## src/rtl/ofd_pkg.sv

```systemverilog
// shared constants and carrier types of the operand field decoder
package ofd_pkg;

    // ****************
    // register map
    // ****************
    localparam logic [3:0] ADDR_CTRL = 4'h0;
    localparam logic [3:0] ADDR_STATUS = 4'h4;
    localparam logic [15:0] CTRL_RESET = 16'h0001;
    localparam int CTRL_ENABLE_BIT = 0;
    localparam int CTRL_SAT_BIT = 1;
    localparam int STATUS_ILLEGAL_BIT = 0;
    localparam int STATUS_NOP_BIT = 1;
    localparam int STATUS_ACCUM_A_OVERFLOW_BIT = 4;
    localparam int STATUS_ACCUM_B_OVERFLOW_BIT = 5;
    localparam int STATUS_ACCUM_A_SATURATE_BIT = 6;
    localparam int STATUS_ACCUM_B_SATURATE_BIT = 7;

    // ****************
    // operand classes
    // ****************
    localparam logic [2:0] CLASS_GENERAL = 3'h0;
    localparam logic [2:0] CLASS_DSP_MOVE = 3'h1;
    localparam logic [2:0] CLASS_DIVIDE = 3'h2;
    localparam logic [2:0] CLASS_SQUARE = 3'h3;
    localparam logic [2:0] CLASS_MAC = 3'h4;
    localparam logic [2:0] CLASS_FILE_ADD = 3'h5;
    localparam logic [2:0] CLASS_ACC_ADD = 3'h6;

    // ****************
    // addressing modes
    // ****************
    localparam logic [2:0] MODE_DIRECT = 3'h0;
    localparam logic [2:0] MODE_INDIRECT = 3'h1;
    localparam logic [2:0] MODE_POST_INC = 3'h2;
    localparam logic [2:0] MODE_POST_DEC = 3'h3;
    localparam logic [2:0] MODE_PRE_INC = 3'h4;
    localparam logic [2:0] MODE_PRE_DEC = 3'h5;
    localparam logic [2:0] MODE_REG_OFFSET = 3'h6;

    // ****************
    // fixed registers and codes
    // ****************
    localparam logic [3:0] REG_W0 = 4'h0;
    localparam logic [3:0] REG_W4 = 4'h4;
    localparam logic [3:0] REG_W8 = 4'h8;
    localparam logic [3:0] REG_W10 = 4'hA;
    localparam logic [3:0] REG_W12 = 4'hC;
    localparam logic [3:0] REG_W13 = 4'hD;
    localparam logic [3:0] PF_STEPS = 4'h7;
    localparam logic [3:0] PF_INDEXED = 4'hE;
    localparam logic [3:0] PF_NONE = 4'hF;
    localparam logic [2:0] PAIR_COUNT = 3'h6;
    localparam logic [7:0] NOP_OPCODE = 8'h00;
    localparam int ACC_W = 40;
    localparam int ACC_GUARD_MSB = 31;

    typedef struct packed {
        logic valid;
        logic [23:0] word;
        logic [2:0] op_class;
        logic [3:0] base_reg;
        logic [2:0] dest_mode;
        logic [3:0] dest_reg;
        logic [2:0] src_mode;
        logic [3:0] src_reg;
        logic [2:0] pair_sel;
        logic [3:0] x_code;
        logic [3:0] y_code;
        logic [1:0] x_dest_sel;
        logic [1:0] y_dest_sel;
        logic accum_writeback_inc;
        logic acc_sel;
    } ofd_req_type;

    typedef struct packed {
        logic en;
        logic [3:0] ptr;
        logic signed [3:0] step;
        logic indexed;
        logic [3:0] index_reg;
        logic [3:0] dest;
    } ofd_prefetch_type;

    typedef struct packed {
        logic valid;
        logic nop;
        logic illegal;
        logic [3:0] base_reg;
        logic [3:0] src_reg;
        logic [2:0] src_mode;
        logic [3:0] dst_reg;
        logic [2:0] dst_mode;
        logic [3:0] mul_a;
        logic [3:0] mul_b;
        ofd_prefetch_type x_pf;
        ofd_prefetch_type y_pf;
        logic [3:0] accum_writeback_target;
        logic accum_writeback_inc;
    } ofd_dec_type;

    typedef struct packed {
        logic c;
        logic digit_carry_flag;
        logic n;
        logic overflow_flag;
        logic z;
    } ofd_flags_type;

endpackage

```

## src/rtl/ofd_decoder.sv

```systemverilog
// operand field decoder with file-register and accumulator add paths
//
// Our own choices: the address-and-strobe port and the register offsets.
module ofd_decoder (
    input wire logic core_clk,
    input wire logic srst,
    input wire logic [3:0] reg_addr,
    input wire logic [15:0] reg_wdata,
    input wire logic reg_wr,
    input wire logic reg_rd,
    output logic [15:0] reg_rdata,
    input wire ofd_pkg::ofd_req_type req,
    input wire logic [15:0] file_data,
    input wire logic [15:0] w0_data,
    input wire logic signed [39:0] acc_a,
    input wire logic signed [39:0] acc_b,
    output ofd_pkg::ofd_dec_type dec,
    output logic [15:0] add_result,
    output ofd_pkg::ofd_flags_type add_flags,
    output logic add_valid,
    output logic signed [39:0] acc_result,
    output logic acc_valid,
    output logic acc_target
);

    // ****************
    // control and status
    // ****************
    logic [15:0] ctrl;
    logic illegal_sticky;
    logic nop_sticky;
    logic acc_a_overflow;
    logic acc_b_overflow;
    logic acc_a_saturate;
    logic acc_b_saturate;
    ofd_pkg::ofd_dec_type next_dec;
    logic take;

    assign take = req.valid & ctrl[ofd_pkg::CTRL_ENABLE_BIT];

    always_ff @(posedge core_clk)
    begin
        if (srst)
            ctrl <= ofd_pkg::CTRL_RESET;
        else if (reg_wr && reg_addr == ofd_pkg::ADDR_CTRL)
            ctrl <= reg_wdata;
    end

    // writing one clears; a new event in the same cycle wins
    always_ff @(posedge core_clk)
    begin
        if (srst)
        begin
            illegal_sticky <= 1'b0;
            nop_sticky <= 1'b0;
        end
        else
        begin
            if (take && next_dec.illegal)
                illegal_sticky <= 1'b1;
            else if (reg_wr && reg_addr == ofd_pkg::ADDR_STATUS
                     && reg_wdata[ofd_pkg::STATUS_ILLEGAL_BIT])
                illegal_sticky <= 1'b0;
            if (take && next_dec.nop)
                nop_sticky <= 1'b1;
            else if (reg_wr && reg_addr == ofd_pkg::ADDR_STATUS
                     && reg_wdata[ofd_pkg::STATUS_NOP_BIT])
                nop_sticky <= 1'b0;
        end
    end

    always_ff @(posedge core_clk)
    begin
        if (srst)
            reg_rdata <= 16'h0000;
        else if (reg_rd && reg_addr == ofd_pkg::ADDR_CTRL)
            reg_rdata <= ctrl;
        else if (reg_rd && reg_addr == ofd_pkg::ADDR_STATUS)
        begin
            reg_rdata <= 16'h0000;
            reg_rdata[ofd_pkg::STATUS_ILLEGAL_BIT] <= illegal_sticky;
            reg_rdata[ofd_pkg::STATUS_NOP_BIT] <= nop_sticky;
            reg_rdata[ofd_pkg::STATUS_ACCUM_A_OVERFLOW_BIT] <= acc_a_overflow;
            reg_rdata[ofd_pkg::STATUS_ACCUM_B_OVERFLOW_BIT] <= acc_b_overflow;
            reg_rdata[ofd_pkg::STATUS_ACCUM_A_SATURATE_BIT] <= acc_a_saturate;
            reg_rdata[ofd_pkg::STATUS_ACCUM_B_SATURATE_BIT] <= acc_b_saturate;
        end
        else
            reg_rdata <= 16'h0000;
    end

    // ****************
    // prefetch decode
    // ****************
    function automatic ofd_pkg::ofd_prefetch_type pf_decode(input logic [3:0] code,
                                                             input logic [3:0] ptr_lo,
                                                             input logic [1:0] dest_sel);
        ofd_pkg::ofd_prefetch_type p;
        logic [3:0] step_idx;
        p = '0;
        step_idx = (code >= ofd_pkg::PF_STEPS) ? code - ofd_pkg::PF_STEPS : code;
        p.en = (code != ofd_pkg::PF_NONE);
        p.ptr = (code >= ofd_pkg::PF_STEPS) ? ptr_lo + 4'h1 : ptr_lo;
        p.indexed = (code == ofd_pkg::PF_INDEXED);
        p.index_reg = p.indexed ? ofd_pkg::REG_W12 : 4'h0;
        p.dest = ofd_pkg::REG_W4 + {2'h0, dest_sel};
        if (p.indexed || !p.en)
            p.step = 4'sh0;
        else
        begin
            unique case (step_idx)
                4'h0: p.step = 4'sh6;
                4'h1: p.step = 4'sh4;
                4'h2: p.step = 4'sh2;
                4'h3: p.step = 4'sh0;
                4'h4: p.step = -4'sh6;
                4'h5: p.step = -4'sh4;
                default: p.step = -4'sh2;
            endcase
        end
        if (!p.en)
            p.dest = 4'h0;
        return p;
    endfunction

    // ****************
    // operand decode
    // ****************
    always_comb
    begin
        next_dec = '0;
        next_dec.valid = 1'b1;
        next_dec.nop = (req.word[23:16] == ofd_pkg::NOP_OPCODE);
        if (!next_dec.nop)
        begin
            unique case (req.op_class)
                ofd_pkg::CLASS_GENERAL:
                begin
                    next_dec.base_reg = req.base_reg;
                    next_dec.src_reg = req.src_reg;
                    next_dec.src_mode = req.src_mode;
                    next_dec.dst_reg = req.dest_reg;
                    next_dec.dst_mode = req.dest_mode;
                    next_dec.illegal = (req.dest_mode > ofd_pkg::MODE_PRE_DEC)
                                     | (req.src_mode > ofd_pkg::MODE_PRE_DEC);
                end
                ofd_pkg::CLASS_DSP_MOVE:
                begin
                    next_dec.base_reg = req.base_reg;
                    next_dec.src_reg = req.src_reg;
                    next_dec.src_mode = req.src_mode;
                    next_dec.dst_reg = req.dest_reg;
                    next_dec.dst_mode = req.dest_mode;
                    next_dec.illegal = (req.dest_mode > ofd_pkg::MODE_REG_OFFSET)
                                     | (req.src_mode > ofd_pkg::MODE_REG_OFFSET)
                                     | (req.src_mode == ofd_pkg::MODE_INDIRECT);
                end
                ofd_pkg::CLASS_DIVIDE:
                begin
                    next_dec.src_reg = req.src_reg;
                    next_dec.base_reg = req.base_reg;
                    next_dec.src_mode = ofd_pkg::MODE_DIRECT;
                    next_dec.dst_mode = ofd_pkg::MODE_DIRECT;
                end
                ofd_pkg::CLASS_SQUARE:
                begin
                    next_dec.mul_a = ofd_pkg::REG_W4 + {2'h0, req.pair_sel[1:0]};
                    next_dec.mul_b = next_dec.mul_a;
                    next_dec.illegal = req.pair_sel[2];
                end
                ofd_pkg::CLASS_MAC:
                begin
                    unique case (req.pair_sel)
                        3'h0: {next_dec.mul_a, next_dec.mul_b} = {4'h4, 4'h5};
                        3'h1: {next_dec.mul_a, next_dec.mul_b} = {4'h4, 4'h6};
                        3'h2: {next_dec.mul_a, next_dec.mul_b} = {4'h4, 4'h7};
                        3'h3: {next_dec.mul_a, next_dec.mul_b} = {4'h5, 4'h6};
                        3'h4: {next_dec.mul_a, next_dec.mul_b} = {4'h5, 4'h7};
                        3'h5: {next_dec.mul_a, next_dec.mul_b} = {4'h6, 4'h7};
                        default: {next_dec.mul_a, next_dec.mul_b} = 8'h00;
                    endcase
                    next_dec.illegal = (req.pair_sel >= ofd_pkg::PAIR_COUNT);
                    next_dec.x_pf = pf_decode(req.x_code, ofd_pkg::REG_W8,
                                              req.x_dest_sel);
                    next_dec.y_pf = pf_decode(req.y_code, ofd_pkg::REG_W10,
                                              req.y_dest_sel);
                    next_dec.accum_writeback_target = ofd_pkg::REG_W13;
                    next_dec.accum_writeback_inc = req.accum_writeback_inc;
                end
                ofd_pkg::CLASS_FILE_ADD:
                begin
                    next_dec.base_reg = ofd_pkg::REG_W0;
                    next_dec.dst_reg = ofd_pkg::REG_W0;
                    next_dec.dst_mode = ofd_pkg::MODE_DIRECT;
                end
                ofd_pkg::CLASS_ACC_ADD:
                begin
                    next_dec.accum_writeback_target = ofd_pkg::REG_W13;
                end
                default:
                    next_dec.illegal = 1'b1;
            endcase
        end
    end

    always_ff @(posedge core_clk)
    begin
        if (srst)
            dec <= '0;
        else if (take)
            dec <= next_dec;
        else
            dec.valid <= 1'b0;
    end

    // ****************
    // file-register add
    // ****************
    logic [16:0] next_sum;
    logic [4:0] next_nibble;
    logic file_go;
    logic acc_go;

    assign file_go = take && !next_dec.nop && req.op_class == ofd_pkg::CLASS_FILE_ADD;
    assign acc_go = take && !next_dec.nop && req.op_class == ofd_pkg::CLASS_ACC_ADD;
    assign next_sum = {1'b0, file_data} + {1'b0, w0_data};
    assign next_nibble = {1'b0, file_data[3:0]} + {1'b0, w0_data[3:0]};

    always_ff @(posedge core_clk)
    begin
        if (srst)
        begin
            add_result <= 16'h0000;
            add_flags <= '0;
            add_valid <= 1'b0;
        end
        else
        begin
            add_valid <= file_go;
            if (file_go)
            begin
                add_result <= next_sum[15:0];
                add_flags.c <= next_sum[16];
                add_flags.digit_carry_flag <= next_nibble[4];
                add_flags.n <= next_sum[15];
                add_flags.overflow_flag <= (file_data[15] == w0_data[15])
                              && (next_sum[15] != file_data[15]);
                add_flags.z <= (next_sum[15:0] == 16'h0000);
            end
        end
    end

    // ****************
    // accumulator add
    // ****************
    logic signed [40:0] next_acc_wide;
    logic next_acc_overflow;
    logic next_acc_cat;
    logic signed [39:0] next_acc;

    assign next_acc_wide = {acc_a[39], acc_a} + {acc_b[39], acc_b};
    assign next_acc_cat = next_acc_wide[40] != next_acc_wide[39];
    assign next_acc_overflow = !(&next_acc_wide[39:ofd_pkg::ACC_GUARD_MSB]
                           || ~|next_acc_wide[39:ofd_pkg::ACC_GUARD_MSB]);

    always_comb
    begin
        next_acc = next_acc_wide[39:0];
        if (next_acc_cat && ctrl[ofd_pkg::CTRL_SAT_BIT])
            next_acc = next_acc_wide[40] ? {1'b1, 39'h0} : {1'b0, {39{1'b1}}};
    end

    always_ff @(posedge core_clk)
    begin
        if (srst)
        begin
            acc_result <= 40'sh0;
            acc_valid <= 1'b0;
            acc_target <= 1'b0;
            acc_a_overflow <= 1'b0;
            acc_b_overflow <= 1'b0;
            acc_a_saturate <= 1'b0;
            acc_b_saturate <= 1'b0;
        end
        else
        begin
            acc_valid <= acc_go;
            if (acc_go)
            begin
                acc_result <= next_acc;
                acc_target <= req.acc_sel;
                acc_a_overflow <= req.acc_sel ? acc_a_overflow : next_acc_overflow;
                acc_b_overflow <= req.acc_sel ? next_acc_overflow : acc_b_overflow;
                acc_a_saturate <= req.acc_sel ? acc_a_saturate
                                              : acc_a_saturate | next_acc_cat;
                acc_b_saturate <= req.acc_sel ? acc_b_saturate | next_acc_cat
                                              : acc_b_saturate;
            end
        end
    end

endmodule

```

## config.mk

```make
export PLATFORM = sky130hd
export DESIGN_NAME = ofd_decoder
export DESIGN_NICKNAME = d
export VERILOG_FILES = /design/src/rtl/ofd_pkg.sv /design/src/rtl/ofd_decoder.sv
export SDC_FILE = /design/constraint.sdc
export NUM_CORES = 1
export LEC_CHECK = 0
export BUFFER_PORTS_ARGS = -buffer_cell sky130_fd_sc_hd__buf_2
export CELL_PAD_IN_SITES_DETAIL_PLACEMENT = 0
export CELL_PAD_IN_SITES_GLOBAL_PLACEMENT = 1
export CORE_UTILIZATION = 31
export CTS_CLUSTER_SIZE = 14
export DETAILED_ROUTE_END_ITERATION = 16
export MAX_ROUTING_LAYER = met4
export PLACE_DENSITY_LB_ADDON = 0.12
export SYNTH_ARGS = -nofsm -noshare
export SYNTH_HDL_FRONTEND = slang
export SYNTH_SLANG_ARGS = --single-unit
export TNS_END_PERCENT = 5
```

## constraint.sdc

```tcl
create_clock -name core_clk -period 3 [get_ports core_clk]
set_input_delay 0.15 -clock core_clk [delete_from_list [all_inputs] [get_ports core_clk]]
set_output_delay 0.15 -clock core_clk [all_outputs]
set_load 0.005 [all_outputs]
```

Word level (Yosys, flattened, before mapping)

Cells that the tools add are included.

Memories: 0
Bits in latches: 0
Register bits after elaboration: 172
Output and inout port bits: 150
Memory bits (read-only): 0
Memory bits (writable): 0
Word-level logic and storage cells: 164

Equal/unequal tests: 30
Mux-type cells: 32
$lt $le $gt $ge: 7
Multipliers: 0
Shift-type cells: 0
$add $sub $neg: 8
Bitwise logic cells: 7
Divide/modulo/power cells: 0
Reductions and logical operators: 38

Operators by type and width:

| kind                | count |
|---|---|
| $mux 40             | 2 |
| $mux 68             | 1 |
| $pmux 4 s6          | 2 |
| $mux 4              | 11 |
| $pmux 7 s6          | 1 |
| $add 40x40->41      | 1 |
| $mux 36             | 1 |
| $eq 4x3->1 const B  | 5 |
| $add 16x16->17      | 1 |
| $eq 4x2->1 const B  | 4 |
| $logic_not 16->1    | 1 |
| $mux 16             | 1 |
| $pmux 8 s2          | 1 |
| $eq 3x3->1 const B  | 5 |
| $pmux 7 s2          | 1 |
| $logic_and 1x1->1   | 13 |
| $add 3x2->4 const A | 3 |
| $eq 3x2->1 const B  | 4 |
| $gt 3x3->1 const B  | 4 |
| $logic_not 4->1     | 3 |
| $eq 3x1->1 const B  | 3 |
| $reduce_and 9->1    | 1 |
| $reduce_or 9->1     | 1 |
| $eq 4x1->1 const B  | 2 |
| 23 further kinds    | 50 |

Depth between registers and ports, before layout

Gate-level depths: netlist of the first run.

Depth after elaboration: 9
Gate-level depth with buffers: 15
Depth with buffers taken out: 13

Worst setup path after synthesis of the first run

Ideal clock, no wire load.

Path type: input to register
From: input acc_a[0]
To: register acc_result[23]
Required time: 2.934 ns
Cell stages on the path: 15
Arrival: 3.119 ns
Setup time: 0.066 ns
Setup slack: -0.185 ns
Cells stage by stage: ha_1 inv_1 fa_1 nand2b_1 a21o_1 a221oi_2 o311ai_2 a2111oi_4 o31ai_1 a41o_1 or2_1 o21a_1 buf_4 buf_6 a21oi_2

Word-level cells in the longest chain between the ends: 4

Ends and longest elaborated chain:

| element              | line               | text |
|---|---|---|
| start, declared      | ofd_decoder.sv:15  | `input wire logic signed [39:0] acc_a,` |
| $add 40x40->41 *     | ofd_decoder.sv:261 | `assign next_acc_wide = {acc_a[39], acc_a} + {acc_b[39], acc_b};` |
| $ne 1x1->1           | ofd_decoder.sv:262 | `assign next_acc_cat = next_acc_wide[40] != next_acc_wide[39];` |
| $logic_and 1x1->1    | ofd_decoder.sv:269 | `if (next_acc_cat && ctrl[ofd_pkg::CTRL_SAT_BIT])` |
| $mux 40 *            | ofd_decoder.sv:269 |  |
| end signal, assigned | ofd_decoder.sv:290 | `acc_result <= next_acc;` |
| end, declared        | ofd_decoder.sv:21  | `output logic signed [39:0] acc_result,` |

Mark *: on every way between the ends. The rest lies on a longest branch, timed or not.
A chain may end at the register's enable or synchronous reset.

Worst setup path after layout of the first run

From: input acc_b[0]
To: register acc_a_overflow

Word-level cells in the longest chain between the ends: 5

Ends and longest elaborated chain:

| element              | line               | text |
|---|---|---|
| start, declared      | ofd_decoder.sv:16  | `input wire logic signed [39:0] acc_b,` |
| $add 40x40->41 *     | ofd_decoder.sv:261 |  |
| $reduce_or 9->1      | ofd_decoder.sv:264 | `\|\| ~\|next_acc_wide[39:ofd_pkg::ACC_GUARD_MSB]);` |
| $logic_not 1->1      | ofd_decoder.sv:264 |  |
| $logic_or 1x1->1 *   | ofd_decoder.sv:264 |  |
| $logic_not 1->1 *    | ofd_decoder.sv:263 | `assign next_acc_overflow = !(&next_acc_wide[39:ofd_pkg::ACC_GUARD_MSB]` |
| end signal, assigned | ofd_decoder.sv:292 | `acc_a_overflow <= req.acc_sel ? acc_a_overflow : next_acc_overflow;` |
| end, declared        | ofd_decoder.sv:32  | `logic acc_a_overflow;` |

Marks and branches as above.

==> results.cfg, run 1 <==
[outcome]
status = finished clean

[sta]
skew_ps = 7.018
worstMarginPinSlew_ps = 1182
max_slew_margin_pct = 21.01
final_hold_viol_count = 0
setup_viol = 0
setup_slack_ps = 104.9
max_freq_mhz = 345.4
setup_tns_ps = 0
fin_crit_sh_pct = 96.50
period_minus_slack_ps = 2895
fin_hold_ws_ps = 24.64
drv_slew = 0

[pwr]
leakagePower_nw = 5.681
total_power_mw = 5.576
vdd_drop_max_mv = 0.3451
p_per_area_nw_per_um2 = 454.2

[synthesis]
synthTopCellsByCount = dfxtp_1 (146), a21oi_1 (129), nand2_1 (115)
avgSynthCellArea_sq_um = 7.995
yosysMostFrequentCell = dfxtp_1
yosys_warnings = 0
syn-cell-area_sq_um = 8802
dominantRegCellSynth = dfxtp_1
ys_seq_elements = 146
synth_top_area_cell = dfxtp_1
synth_cells = 1101
ys_seq_area_share_pct = 33.21
synth-edff-count = 0
synth.area.top_cells = dfxtp_1 (33%), ha_1 (8.5%), a21oi_1 (7.3%), nand2_1 (4.9%), nor2_1 (4.3%)
yosysUniqueCellTypes = 68
async_flop_share_pct = 0
synth_top_area_share_pct = 33.21

[die]
rows = 61
die-width_um = 170.5
die_area_sq_um = 29070
core_sq_um = 27860
start_util_pct = 31.60
ios = 349
fp.dieH_um = 170.5

[critical_path]
end_kind = flip-flop
reg2reg_slack_ps = 400
reg2reg_to = add_flags[0]
reg2reg_from = ctrl[0]
worstSetupStartpointType = input port
ff2ff_path_depth = 8
cp.required_ps = 3300
crit_fanout = 3
crit_start = acc_b[0]
critical_path_class = input port to flip-flop
cp-endpoint = acc_a_overflow
cp.arrival_ps = 3200

[job]
drv_cap = 0

[clocking]
clk_pin_slew_ps = 70
cts_root_buffer = clkbuf_16
clk_latency_ps = 410
cts.sinks = 146
h-tree-depth = 4
clk_path_buf_depth = 2
numCtsBuffers = 17
cts_tree = built

[global_routing]
grt_use_total_pct = 20.36
grt_overflow = 0
grt_max_degree = 53
grt_use_met3_pct = 3.215
grt_pass1_vias = 8733
use_met1_pct = 23.87
grt_pass1_wl_um = 45170
grt_use_met2_pct = 36.18
antenna_found_initial = 0
grt.busiest_layer = met2

[cells_and_area]
antenna_cells = 0
area_delta_synth_final_pct = 39.49
final_util_pct = 44.07
final_area_sq_um = 12280
drive_gt1_share_pct = 32.98
fin_nets = 1758
regArea_sq_um = 2923
fin_cells = 1888
nFillCells = 2898
multi_input_area_sq_um = 5472

[min_path]
min_from = req[29]
worstHoldPathType = input port to flip-flop

[place]
io_buffers = 318
placed_cell_area_sq_um = 11200
gp_congestion = 0.8801
dpl.cell_count = 1815
dp_hpwl_um = 23320
pre_cts_ws_ps = -310.0

[detailed_routing]
ant_nets = 0
routed_wirelength_um = 29580
dr.pass1.iters = 5
wl_per_cell_um = 15.67
drt_iter0_drc = 549
vias = 9306
routed_via_density = 4.929
drc_errors = 0
-- flip-flops by register name, summed over array words and instances, names as in the netlist --
name,cells
nop_sticky,1
acc_a_saturate,1
reg_rdata,16
illegal_sticky,1
acc_target,1
add_result,16
acc_b_saturate,1
acc_a_overflow,1
acc_b_overflow,1
acc_result,40
add_flags,4
ctrl,16
dec,45
acc_valid,1
add_valid,1
-- cell type report --
class	instances	area share, %
timing repair buffer	450	22.20
clock buffer	17	3.465
inverter	26	0.7949
tap	378	3.852
clock inverter	15	1.325
sequential	146	23.81
multi-input combinational	856	44.56
-- cells in the final DEF, fill, tap and decap left out, types with 4 or more instances in the layout --
cell and count:
o221a_2 11, o21a_1 4, o21bai_1 6, a21o_1 23, nor3_1 22, nor2b_1 8, and2_1 11, mux2i_1 7
conb_1 14, o22ai_1 5, a21oi_1 129, a31oi_1 15, a21oi_2 20, buf_6 4, nand3_1 35, xor2_1 24
inv_1 24, or3_1 5, o211ai_1 9, buf_4 91, xnor2_1 28, and3_1 8, clkbuf_16 17, dlygate4sd3_1 38
buf_2 315, a22oi_1 27, ha_1 59, a211oi_1 7, nand4_1 15, inv_6 7, dfxtp_1 146, nand3b_1 5
o21ai_0 68, nor4_1 7, nand2_1 115, nand2b_1 9, nor2_1 100
-- layer usage --
| metal | part of all wire, % | vias to the layer above |
|---|---|---|
| li1 | - | 4743 |
| met1 | 44 | 4283 |
| met2 | 50 | 262 |
| met3 | 4.5 | 18 |
| met4 | 1.3 | 0 |
| met5 | 0 | - |
-- critical path, cell delays in order --
cell and delay [ps]:
buf_6 80, ha_4 130, inv_2 30, fa_2 330, nand2b_4 150, a21o_4 210
a221oi_4 300, o311ai_4 180, a2111oi_4 440, buf_4 180, nor3_2 40, xnor2_1 260
buf_4 160, nor4_2 40, and4_1 210, o41ai_1 300
-- what timing repair did --
action / 4_1_cts / 5_1_grt
endpoints found under the hold margin: 38 / 0
resized for setup: 0 / 16
buffers inserted: 0 / 2
setup endpoints to repair: 0 / 41
hold buffers: 38 / 0
-- cells by family (layout without fill, tap and decap cells) --
group,Yosys count,count (layout),share of synthesized area (%)
adders and majority gates,62,62,8.984
AOI/OAI and AO/OA,363,363,26.82
xor gates and xnor gates,52,52,5.174
muxes,7,7,0.7961
buffers and inverters,112,508,6.169
DFF,146,146,33.21
other,1,14,0.04260
and+or+nand+nor,358,358,18.81
-- how the worst min path moves through the flow --
| stage | endpoint | slack, ps | depth (start not counted) |
|---|---|---|---|
| 6_report | dec[50] | 20 | 3 |
| 2_1_floorplan | acc_a_overflow | 250 | 1 |
| 3_5_place_dp | ctrl[0] | 390 | 3 |
| 3_3_place_gp | dec[60] | 380 | 3 |
| 5_1_grt | dec[50] | 20 | 3 |
| 4_1_cts | dec[50] | 3 | 3 |
-- report_power, final --
part / internal (mW) / switching [mW] / leakage, nW
registers: 1.99 / 0.0301 / 1.18
logic: 0.666 / 0.783 / 4.21
clock network: 1.18 / 0.926 / 0.289
total: 3.84 / 1.74 / 5.68
No activity file was read; power rests on OpenSTA's default activity.
==> run 2, diff against run 1 <==
==> constraint.sdc (replaced) <==
create_clock -name core_clk -period 3.1 [get_ports core_clk]
set_input_delay 0.62 -clock core_clk [delete_from_list [all_inputs] [get_ports core_clk]]
set_output_delay 0.62 -clock core_clk [all_outputs]
set_load 0.005 [all_outputs]
==> run 2 against run 1 <==
Die area did not move. First-iteration DRC count fell by 12%. Worst setup slack got worse by 230 ps. Critical path type unchanged. The flow now finishes with violations (negative setup slack). Global-route usage rose by 0.76 points. Register-to-register slack improved by 350 ps. Via count rose by 1.8%.
==> results.cfg, run 2 (synthesis results as in run 1) <==
[clocking]
clk_path_buf_depth = 2
cts_tree = built
h-tree-depth = 4
clk_pin_slew_ps = 70
clk_latency_ps = 420
numCtsBuffers = 17
cts_root_buffer = clkbuf_16
cts.sinks = 146

[global_routing]
grt_pass1_vias = 8911
grt_overflow = 0
grt_max_degree = 87
grt_pass1_wl_um = 46730
grt_use_total_pct = 21.13
antenna_found_initial = 0

[pwr]
p_per_area_nw_per_um2 = 441.1
leakagePower_nw = 5.972
vdd_drop_max_mv = 0.3162

[die]
die-width_um = 170.5
start_util_pct = 31.60
core_sq_um = 27860
ios = 349
die_area_sq_um = 29070
fp.dieH_um = 170.5
rows = 61

[min_path]
worstHoldPathType = input port to flip-flop

[place]
gp_congestion = 0.8504
pre_cts_ws_ps = -685.3
dp_hpwl_um = 23920
io_buffers = 318
placed_cell_area_sq_um = 11730

[cells_and_area]
final_util_pct = 45.70
largest-register = dec
regArea_sq_um = 2923
area_delta_synth_final_pct = 44.65
multi_input_area_sq_um = 5625
drive_gt1_share_pct = 38.51
nFillCells = 2935
fin_nets = 1801
final_area_sq_um = 12730
final_common_cell = buf_2
final_cell_mix = buf_2 (315), buf_4 (164), dfxtp_1 (146)
largest_reg_flops = 45
reg_top3 = dec (45), acc_result (40)
antenna_cells = 0

[critical_path]
critical_path_class = input port to flip-flop
cp.arrival_ps = 3590
reg2reg_slack_ps = 750
cp.required_ps = 3460
end_kind = flip-flop
worstSetupStartpointType = input port
crit_fanout = 9

[detailed_routing]
vias = 9470
ant_nets = 0
wl_per_cell_um = 15.63
dr.pass1.iters = 7
routed_wirelength_um = 30190
drt_iter0_drc = 483
routed_via_density = 4.904
drc_errors = 0

[sta]
setup_slack_ps = -125.5
setup_viol = 43
max_slew_margin_pct = 22.37
period_minus_slack_ps = 3225
worstMarginPinSlew_ps = 1162
rsz0062_at_grt = yes
skew_ps = 8.181
final_hold_viol_count = 0
drv_slew = 0
fin_crit_sh_pct = 104.0
max_freq_mhz = 310.0
setup_tns_ps = -3981

[outcome]
violations = negative setup slack
status = complete, but fails checks

[job]
drv_cap = 0
-- run 2: cell types whose count changed in the layout (fill, tap and decap cells not counted), moves of 2 or more --
cell,previous run,this run
a211oi_1,7,5
a211oi_2,0,2
a21oi_1,129,121
a21oi_2,20,28
buf_4,91,164
buf_6,4,9
clkinvlp_4,1,4
dlygate4sd3_1,38,0
inv_8,3,1
o21ai_0,68,52
o21ai_1,1,14
o21ai_4,0,2
xnor2_1,28,26
-- run 2: worst paths after layout --
kind,start,endpoint,depth (start not counted)
worst max-delay path,acc_a[0],acc_result[37],16
worst min register to register,add_result[14],add_result[14],2
worst min-delay path,req[18],dec[60],3
worst max register to register,ctrl[0],add_flags[0],8
-- run 2: critical path, stage by stage --
cell	delay, ps
buf_8	70
ha_4	120
inv_2	40
fa_2	360
nand2b_4	150
a21o_1	210
a221oi_4	300
o311ai_4	160
a2111oi_4	360
o31ai_2	100
a41o_1	280
buf_6	130
a41oi_4	190
buf_4	170
buf_6	130
o221a_2	180
-- run 2: per-layer routing --
metal  part of all wire [%]  routed length (um)  vias up  GRT usage [%]
met5                      0                   0        -              -
met1                     44               13140     4338          25.34
met2                     49               14920      275          35.83
met4                    2.4                 711        0          7.442
met3                    4.7                1417       43          3.215
li1                       -                   -     4814              -
-- run 2: timing repair --
item                                    4_1_cts  5_1_grt
endpoints found under the setup margin       45       46
resized for setup                            30       35
pin swaps                                    20       18
buffers inserted                              7        5
hold buffers                                  0        0
cloned                                        3        1
-- run 2: cell type report --
cell class                 instances  area share (%)
inverter                          26          0.7665
sequential                       146           22.96
multi-input combinational        856           44.18
timing repair buffer             493           23.69
clock inverter                    15           1.346
clock buffer                      17           3.341
tap                              378           3.715
-- run 2: power breakdown --
group | switching (mW) | leakage [nW] | total (mW) | internal (mW)
clock network | 0.881 | 0.280 | 2.09 | 1.21
logic | 0.810 | 4.51 | 1.57 | 0.765
registers | 0.0296 | 1.18 | 1.95 | 1.92
total | 1.72 | 5.97 | 5.62 | 3.89
-- run 2: metrics by stage --
stage	power, mW	cells	hold WS [ps]
after floorplan	2.787	1114	429.6
after global placement	3.465	1885	437.0
after detailed placement	3.470	1885	440.2
after CTS	5.634	1926	409.8
after global routing	5.925	1931	422.4
final	5.616	1931	429.8
